`src/pwr_wake_pkg.sv`:
```
// power state and wake controller: shared constants, states and carriers
// assumes a 125 MHz always-on standby clock
package pwr_wake_pkg;

   localparam int unsigned CLK_HZ           = 125_000_000;
   localparam int unsigned SHORT_PRESS_S    = 4;
   localparam int unsigned LONG_PRESS_S     = 6;
   localparam int unsigned DEBOUNCE_MS      = 20;
   localparam int unsigned CNT_W            = 30;
   localparam logic [CNT_W-1:0] SHORT_CYC   = CNT_W'(SHORT_PRESS_S * CLK_HZ);
   localparam logic [CNT_W-1:0] LONG_CYC    = CNT_W'(LONG_PRESS_S * CLK_HZ);
   localparam logic [CNT_W-1:0] DEBOUNCE_CYC = CNT_W'(DEBOUNCE_MS * (CLK_HZ / 1000));
   localparam logic [CNT_W-1:0] CNT_ZERO    = 30'h0000000;
   localparam logic [CNT_W-1:0] CNT_ONE     = 30'h0000001;

   // sleep request codes from the operating system
   localparam logic [1:0] REQ_S3 = 2'h0;
   localparam logic [1:0] REQ_S4 = 2'h1;
   localparam logic [1:0] REQ_S5 = 2'h2;

   // ac restore policy
   localparam logic [1:0] AC_STAY_OFF = 2'h0;
   localparam logic [1:0] AC_POWER_ON = 2'h1;
   localparam logic [1:0] AC_LAST     = 2'h2;

   typedef enum logic [3:0] {
      ST_S0 = 4'h1,
      ST_S3 = 4'h2,
      ST_S4 = 4'h4,
      ST_S5 = 4'h8
   } pwr_state_t;

   typedef struct packed {
      logic power_switch;
      logic rtc_alarm;
      logic lan_wake;
      logic usb_wake;
      logic pcie_wake_n;
      logic cir_wake;
   } wake_in_t;

   typedef struct packed {
      logic main_power_on;
      logic usb_port_power;
      logic led_green;
      logic led_amber;
   } pwr_out_t;

endpackage

```
`src/power_state_wake_control.sv`:
```
// power state and wake controller for the always-on standby domain
// assumes all inputs synchronous to clk, the switch input raw (bouncing)
`timescale 1ns/10ps

module power_state_wake_control (
   input  wire  logic                    clk,
   input  wire  logic                    resetn,
   input  wire  pwr_wake_pkg::wake_in_t  wake_in,
   input  wire  logic                    os_sleep_req,
   input  wire  logic [1:0]              os_sleep_type,
   input  wire  logic                    os_s4_wake_ok,
   input  wire  logic                    deepest_sleep_option,
   input  wire  logic [1:0]              ac_restore_mode,
   input  wire  logic                    last_state_on,
   input  wire  logic                    led_dual_colour,
   output logic                          lan_monitor_en,
   output logic                          system_on_r,
   output pwr_wake_pkg::pwr_out_t        pwr_out,
   output pwr_wake_pkg::pwr_state_t      state
);
   import pwr_wake_pkg::*;

   // ----------------------------------------------------------------
   // switch debounce and press timing
   // ----------------------------------------------------------------
   logic             sw_raw_r, sw_raw_nxt;
   logic             sw_deb_r, sw_deb_nxt;
   logic [CNT_W-1:0] deb_cnt_r, deb_cnt_nxt;
   logic [CNT_W-1:0] hold_cnt_r, hold_cnt_nxt;
   logic             short_rel, long_hold;
   logic             long_done_r, long_done_nxt;

   function automatic logic [CNT_W-1:0] sat_inc(input logic [CNT_W-1:0] v);
      sat_inc = (v == LONG_CYC) ? v : v + CNT_ONE;
   endfunction

   always_comb begin
      sw_raw_nxt    = wake_in.power_switch;
      sw_deb_nxt    = sw_deb_r;
      deb_cnt_nxt   = CNT_ZERO;
      hold_cnt_nxt  = hold_cnt_r;
      long_done_nxt = long_done_r;
      short_rel     = 1'b0;
      long_hold     = 1'b0;
      if (sw_raw_r != sw_deb_r) begin
         deb_cnt_nxt = sat_inc(deb_cnt_r);
         if (deb_cnt_r >= DEBOUNCE_CYC) begin
            sw_deb_nxt  = sw_raw_r;
            deb_cnt_nxt = CNT_ZERO;
         end
      end
      if (sw_deb_r) begin
         hold_cnt_nxt = sat_inc(hold_cnt_r);
         // fire the forced off while still held, once per press
         if (hold_cnt_r == LONG_CYC && !long_done_r) begin
            long_hold     = 1'b1;
            long_done_nxt = 1'b1;
         end
      end else begin
         // anything released before six seconds counts as short
         if (hold_cnt_r != CNT_ZERO && !long_done_r) begin
            short_rel = 1'b1;
         end
         hold_cnt_nxt  = CNT_ZERO;
         long_done_nxt = 1'b0;
      end
   end

   always_ff @(posedge clk) begin
      if (!resetn) begin
         sw_raw_r    <= 1'b0;
         sw_deb_r    <= 1'b0;
         deb_cnt_r   <= CNT_ZERO;
         hold_cnt_r  <= CNT_ZERO;
         long_done_r <= 1'b0;
      end else begin
         sw_raw_r    <= sw_raw_nxt;
         sw_deb_r    <= sw_deb_nxt;
         deb_cnt_r   <= deb_cnt_nxt;
         hold_cnt_r  <= hold_cnt_nxt;
         long_done_r <= long_done_nxt;
      end
   end

   // ----------------------------------------------------------------
   // wake latching
   // ----------------------------------------------------------------
   logic       wake_r, wake_nxt;
   logic [5:0] src_prev_r, src_now;
   logic       rtc_e, lan_e, usb_e, pcie_e, cir_e, ext_wake;

   always_comb begin
      // rising edges only: a level held high cannot retrigger after power-up
      src_now = {1'b0, wake_in.rtc_alarm, wake_in.lan_wake, wake_in.usb_wake,
                 ~wake_in.pcie_wake_n, wake_in.cir_wake};
      rtc_e  = src_now[4] & ~src_prev_r[4];
      lan_e  = src_now[3] & ~src_prev_r[3];
      usb_e  = src_now[2] & ~src_prev_r[2];
      pcie_e = src_now[1] & ~src_prev_r[1];
      cir_e  = src_now[0] & ~src_prev_r[0];
      ext_wake = 1'b0;
      if (state != ST_S0 && !(state == ST_S4 && !os_s4_wake_ok)) begin
         if (deepest_sleep_option && state != ST_S3) begin
            ext_wake = rtc_e;
         end else begin
            ext_wake = rtc_e | lan_e | pcie_e | cir_e
                     | (usb_e & (state == ST_S3));
         end
      end
      // latch, drop once working so one event starts one power-up
      wake_nxt = (state == ST_S0) ? 1'b0 : (wake_r | ext_wake);
   end

   always_ff @(posedge clk) begin
      if (!resetn) begin
         wake_r     <= 1'b0;
         src_prev_r <= 6'h00;
      end else begin
         wake_r     <= wake_nxt;
         src_prev_r <= src_now;
      end
   end

   // ----------------------------------------------------------------
   // global state machine
   // ----------------------------------------------------------------
   pwr_state_t state_r, state_nxt;
   logic       restore_done_r, restore_done_nxt;

   always_comb begin
      state_nxt        = state_r;
      restore_done_nxt = 1'b1;
      if (!restore_done_r) begin
         // first cycle after standby power returns
         case (ac_restore_mode)
            AC_POWER_ON: state_nxt = ST_S0;
            AC_LAST:     state_nxt = last_state_on ? ST_S0 : ST_S5;
            default:     state_nxt = ST_S5;
         endcase
      end else begin
         case (state_r)
            ST_S0: begin
               if (long_hold) begin
                  state_nxt = ST_S5;
               end else if (short_rel || os_sleep_req) begin
                  case (os_sleep_type)
                     REQ_S3:  state_nxt = ST_S3;
                     REQ_S4:  state_nxt = ST_S4;
                     default: state_nxt = ST_S5;
                  endcase
               end
            end
            ST_S3, ST_S4: begin
               if (long_hold) begin
                  state_nxt = ST_S5;
               end else if (short_rel || wake_r) begin
                  state_nxt = ST_S0;
               end
            end
            ST_S5: begin
               if (short_rel || wake_r) begin
                  state_nxt = ST_S0;
               end
            end
            default: state_nxt = ST_S5;
         endcase
      end
   end

   always_ff @(posedge clk) begin
      if (!resetn) begin
         state_r        <= ST_S5;
         restore_done_r <= 1'b0;
      end else begin
         state_r        <= state_nxt;
         restore_done_r <= restore_done_nxt;
      end
   end

   // ----------------------------------------------------------------
   // registered outputs
   // ----------------------------------------------------------------
   pwr_out_t pwr_out_nxt;
   logic     lan_mon_nxt;

   always_comb begin
      pwr_out_nxt.main_power_on  = (state_nxt == ST_S0);
      pwr_out_nxt.usb_port_power = (state_nxt == ST_S0) || (state_nxt == ST_S3);
      pwr_out_nxt.led_green      = (state_nxt == ST_S0);
      pwr_out_nxt.led_amber      = (state_nxt == ST_S3) && led_dual_colour;
      lan_mon_nxt = (state_nxt != ST_S0) &&
                    !(deepest_sleep_option && state_nxt != ST_S3);
   end

   always_ff @(posedge clk) begin
      if (!resetn) begin
         pwr_out        <= '0;
         lan_monitor_en <= 1'b0;
         system_on_r    <= 1'b0;
         state          <= ST_S5;
      end else begin
         pwr_out        <= pwr_out_nxt;
         lan_monitor_en <= lan_mon_nxt;
         system_on_r    <= (state_nxt == ST_S0);
         state          <= state_nxt;
      end
   end

endmodule

```
`config.mk`:
```
export PLATFORM = sky130hd
export DESIGN_NAME = power_state_wake_control
export DESIGN_NICKNAME = d
export VERILOG_FILES = /design/src/pwr_wake_pkg.sv /design/src/power_state_wake_control.sv
export SDC_FILE = /design/constraint.sdc
export NUM_CORES = 1
export LEC_CHECK = 0
export CORE_MARGIN = 4
export CORE_UTILIZATION = 60
export DETAILED_ROUTE_END_ITERATION = 7
export DONT_BUFFER_PORTS = 1
export MAX_ROUTING_LAYER = met4
export PLACE_DENSITY = 0.74
export REMOVE_ABC_BUFFERS = 1
export SYNTH_ARGS = -nofsm -noshare
export SYNTH_HDL_FRONTEND = slang
export SYNTH_SLANG_ARGS = --single-unit
```
`constraint.sdc`:
```
create_clock -name clk -period 3.05 [get_ports clk]
set_input_delay 0.1525 -clock clk [delete_from_list [all_inputs] [get_ports clk]]
set_output_delay 0.1525 -clock clk [all_outputs]
set_load 0.02 [all_outputs]
```
==> results.py <==
metrics = {
    "sta": {
        "min_period_ps": 2142,
        "layout_setup_ws_ps": 908.4,
        "holdWs_ps": 26.71,
        "worstMarginPinSlew_ps": 1039,
        "finalSetupViolations": 0,
        "finalHoldViolCount": 0,
        "fmax_mhz": 466.9,
        "fin_crit_sh_pct": 70.22,
        "rsz0062_at_grt": "no",
        "relSlewSlack_pct": 30.57,
        "maxSlewViolCount": 0,
        "fin_tns_setup_ps": 0,
        "skew_ps": 6.541,
    },
    "die": {
        "core.rowCount": 27,
        "start_util_pct": 63.12,
        "core_region_area_um2": 5608,
        "fp.dieW_um": 84.81,
        "dieArea_um2": 7192,
        "ios": 27,
        "die_y_um": 84.81,
    },
    "yosys": {
        "yosysWarnings": 0,
        "synth_most_common_cell": "dfxtp_1",
        "synth_compound_area_share_pct": 7.317,
        "ys_seq_area_share_pct": 44.11,
        "synth_cell_type_count": 57,
        "async_flop_share_pct": 0,
        "synth-edff-count": 0,
        "synth_common_cells": "dfxtp_1 (78), nor2_1 (69), xor2_1 (31), nand2_1 (28), nand3_1 (22)",
        "synth_cells": 401,
        "synth_top_area_share_pct": 44.11,
        "ys.flop_type": "dfxtp_1",
        "syn_avg_cell_area_um2": 8.827,
        "ys_ff_latch": 78,
        "synthAdderAreaFrac_pct": 2.121,
        "synthSimpleGateAreaFrac_pct": 30.08,
        "syn-cell-area_um2": 3540,
        "synth-xor-area-share_pct": 11.63,
        "synth_top_family_by_area": "simple AND/OR/NAND/NOR gates",
        "synthMuxAreaShare_pct": 1.131,
        "synth_area_leaders": "dfxtp_1 (44%), xor2_1 (7.7%), nor2_1 (7.3%)",
        "synth_area_leader_cell": "dfxtp_1",
    },
    "clock_network": {
        "clock_path_buffers": 2,
        "postCtsResizedCells": 0,
        "clkTransAtPathRegs_ps": 70,
        "numCtsBuffers": 9,
        "h-tree-depth": 3,
        "cts_tree": "yes",
        "root_buffer": "clkbuf_8",
        "clk_latency_ps": 340,
        "clock_sinks": 78,
    },
    "global_route": {
        "grt_pass1_vias": 2522,
        "track_usage_pct": 20.99,
        "antenna_found_initial": 0,
        "grt_pass1_wl_um": 11750,
        "grt_max_degree": 33,
        "grt_overflow": 0,
    },
    "routing": {
        "drc": 0,
        "vias": 2739,
        "dr.pass1.iters": 4,
        "drt-initial-drc-count": 98,
        "ant_nets": 0,
        "routed_wl_um": 6875,
        "wl_per_cell_um": 14.00,
        "viasPerCell": 5.578,
    },
    "power_and_ir_drop": {
        "p_leak_uw": 0.001376,
        "p_per_area_nw_per_um2": 476.6,
        "ir_worst_vdd_uv": 328.8,
    },
    "hold_path": {
        "min_path_type": "in -> reg",
        "hold_depth": 2,
    },
    "worst_setup_path": {
        "critical_path.slowest_cell": "a2111oi_0",
        "required_ps": 3330,
        "max_stage_delay_ps": 480,
        "cp.arrival_ps": 2420,
        "cp-start-kind": "flop",
        "worstSetupPathType": "reg -> reg",
        "ff2ff_path_depth": 9,
        "path_cells": "inv_1 -> ha_1 -> nor4b_2 -> nand4_1 -> o21ai_2 -> a2111oi_0 -> o21ai_1 -> or2_1 -> nor2_1",
        "crit_family": "compound AO/OA/AOI/OAI gates",
        "setup.worst_path.end_class": "flop",
        "critPathBufInv": 1,
        "worst-path-max-fanout": 7,
        "cp.depth": 9,
    },
    "cells_and_area": {
        "fin_area_um2": 3870,
        "regArea_um2": 1562,
        "fin_nets": 440,
        "multiInputGateArea_um2": 1881,
        "layout-drive-gt1-share_pct": 7.160,
        "fill_cells": 459,
        "antenna_cells": 0,
        "area_delta_synth_final_pct": 9.332,
    },
    "placed_design": {
        "place.port_buffers": 0,
        "pre_cts_slack_ps": 948.8,
        "place_area_um2": 3603,
        "gp_congestion": 0.8530,
        "dp.final_hpwl_um": 4774,
    },
    "run_status": {
        "status": "completed",
    },
    "flow_run": {
        "maxCapViolations": 0,
    },
}
[layout make-up]
| cell class | instances | area share [%] |
|---|---|---|
| multi-input cells | 301 | 48.59 |
| flip-flops and latches | 78 | 40.35 |
| clock buffers | 11 | 3.653 |
| repair buffers | 10 | 2.522 |
| well taps | 72 | 2.328 |
| inverters | 17 | 1.649 |
| clock inverters | 2 | 0.9053 |
[per-layer routing]
metal  global-route usage, %  vias up  share of wire [%]
met5                       -        -                  0
met4                   9.353        0                1.9
met3                   3.827       12                3.8
met2                   33.10       54                 47
met1                   26.22     1278                 47
li1                        -     1395                  -
[kinds of logic (layout without fill, tap and decap cells)]
group                      after synthesis  in the layout
adders and majority gates                6              6
DFF                                     78             78
buffers and inverters                   29             40
and+or+nand+nor                        198            198
xor gates and xnor gates                47             47
AOI/OAI and AO/OA                       38             38
other                                    1              8
muxes                                    4              4
[cell usage in the layout, fill, tap and decap left out, drive strengths merged, types with 2 or more instances in the layout]
| cell | instances |
|---|---|
| clkbuf | 11 |
| and4 | 6 |
| nand4 | 16 |
| inv | 17 |
| nand2 | 29 |
| nand3b | 2 |
| nor2b | 4 |
| nor2 | 69 |
| dfxtp | 78 |
| ha | 6 |
| a21oi | 12 |
| nand2b | 3 |
| o31ai | 3 |
| a21boi | 2 |
| and3 | 7 |
| nor4b | 2 |
| o21ai | 10 |
| nor4 | 9 |
| xnor2 | 16 |
| nand3 | 22 |
| xor2 | 31 |
| and2 | 8 |
| or3 | 6 |
| nor3 | 5 |
| nor4bb | 3 |
| nor3b | 2 |
| dlygate4sd3 | 9 |
| mux2i | 4 |
| conb | 8 |
| o22ai | 2 |
[metrics by stage]
| step | util [%] | instances | power [uW] |
|---|---|---|---|
| floorplan | - | 396 | 1123 |
| global placement | 64.26 | 469 | 1134 |
| detailed placement | 64.26 | 469 | 1136 |
| CTS | 69.01 | 491 | 1861 |
| global route | 69.01 | 491 | 1923 |
| finish | 69.01 | 491 | 1844 |
[what timing repair did]
item / in CTS / in global routing
buffers inserted: 0 / 0
endpoints found under the hold margin: 14 / 0
hold buffers: 9 / 0
[state kept, by name, summed over array words and instances, names as in the netlist]
register,count
restore_done_r,1
pwr_out,3
state,4
long_done_r,1
sw_deb_r,1
src_prev_r,5
hold_cnt_r,30
deb_cnt_r,30
wake_r,1
lan_monitor_en,1
sw_raw_r,1
[report_power, final]
part	switching [uW]	leakage (uW)	internal [uW]
combinational	35.7	0.000650	34.8
sequential	19.2	0.000634	1040
clock	333	0.0000911	386
[final timing paths]
check                        startpoint                     to  slack [ps]
max          hold_cnt_r[0]$_SDFFE_PN0P_  pwr_out[0]$_SDFF_PN0_         910
max reg2reg  hold_cnt_r[0]$_SDFFE_PN0P_  pwr_out[0]$_SDFF_PN0_         910
min                    os_sleep_type[0]    state[2]$_SDFF_PN0_          30
min reg2reg         sw_raw_r$_SDFF_PN0_  sw_deb_r$_SDFFE_PN0P_         480
(Power assumes the default switching activity.)
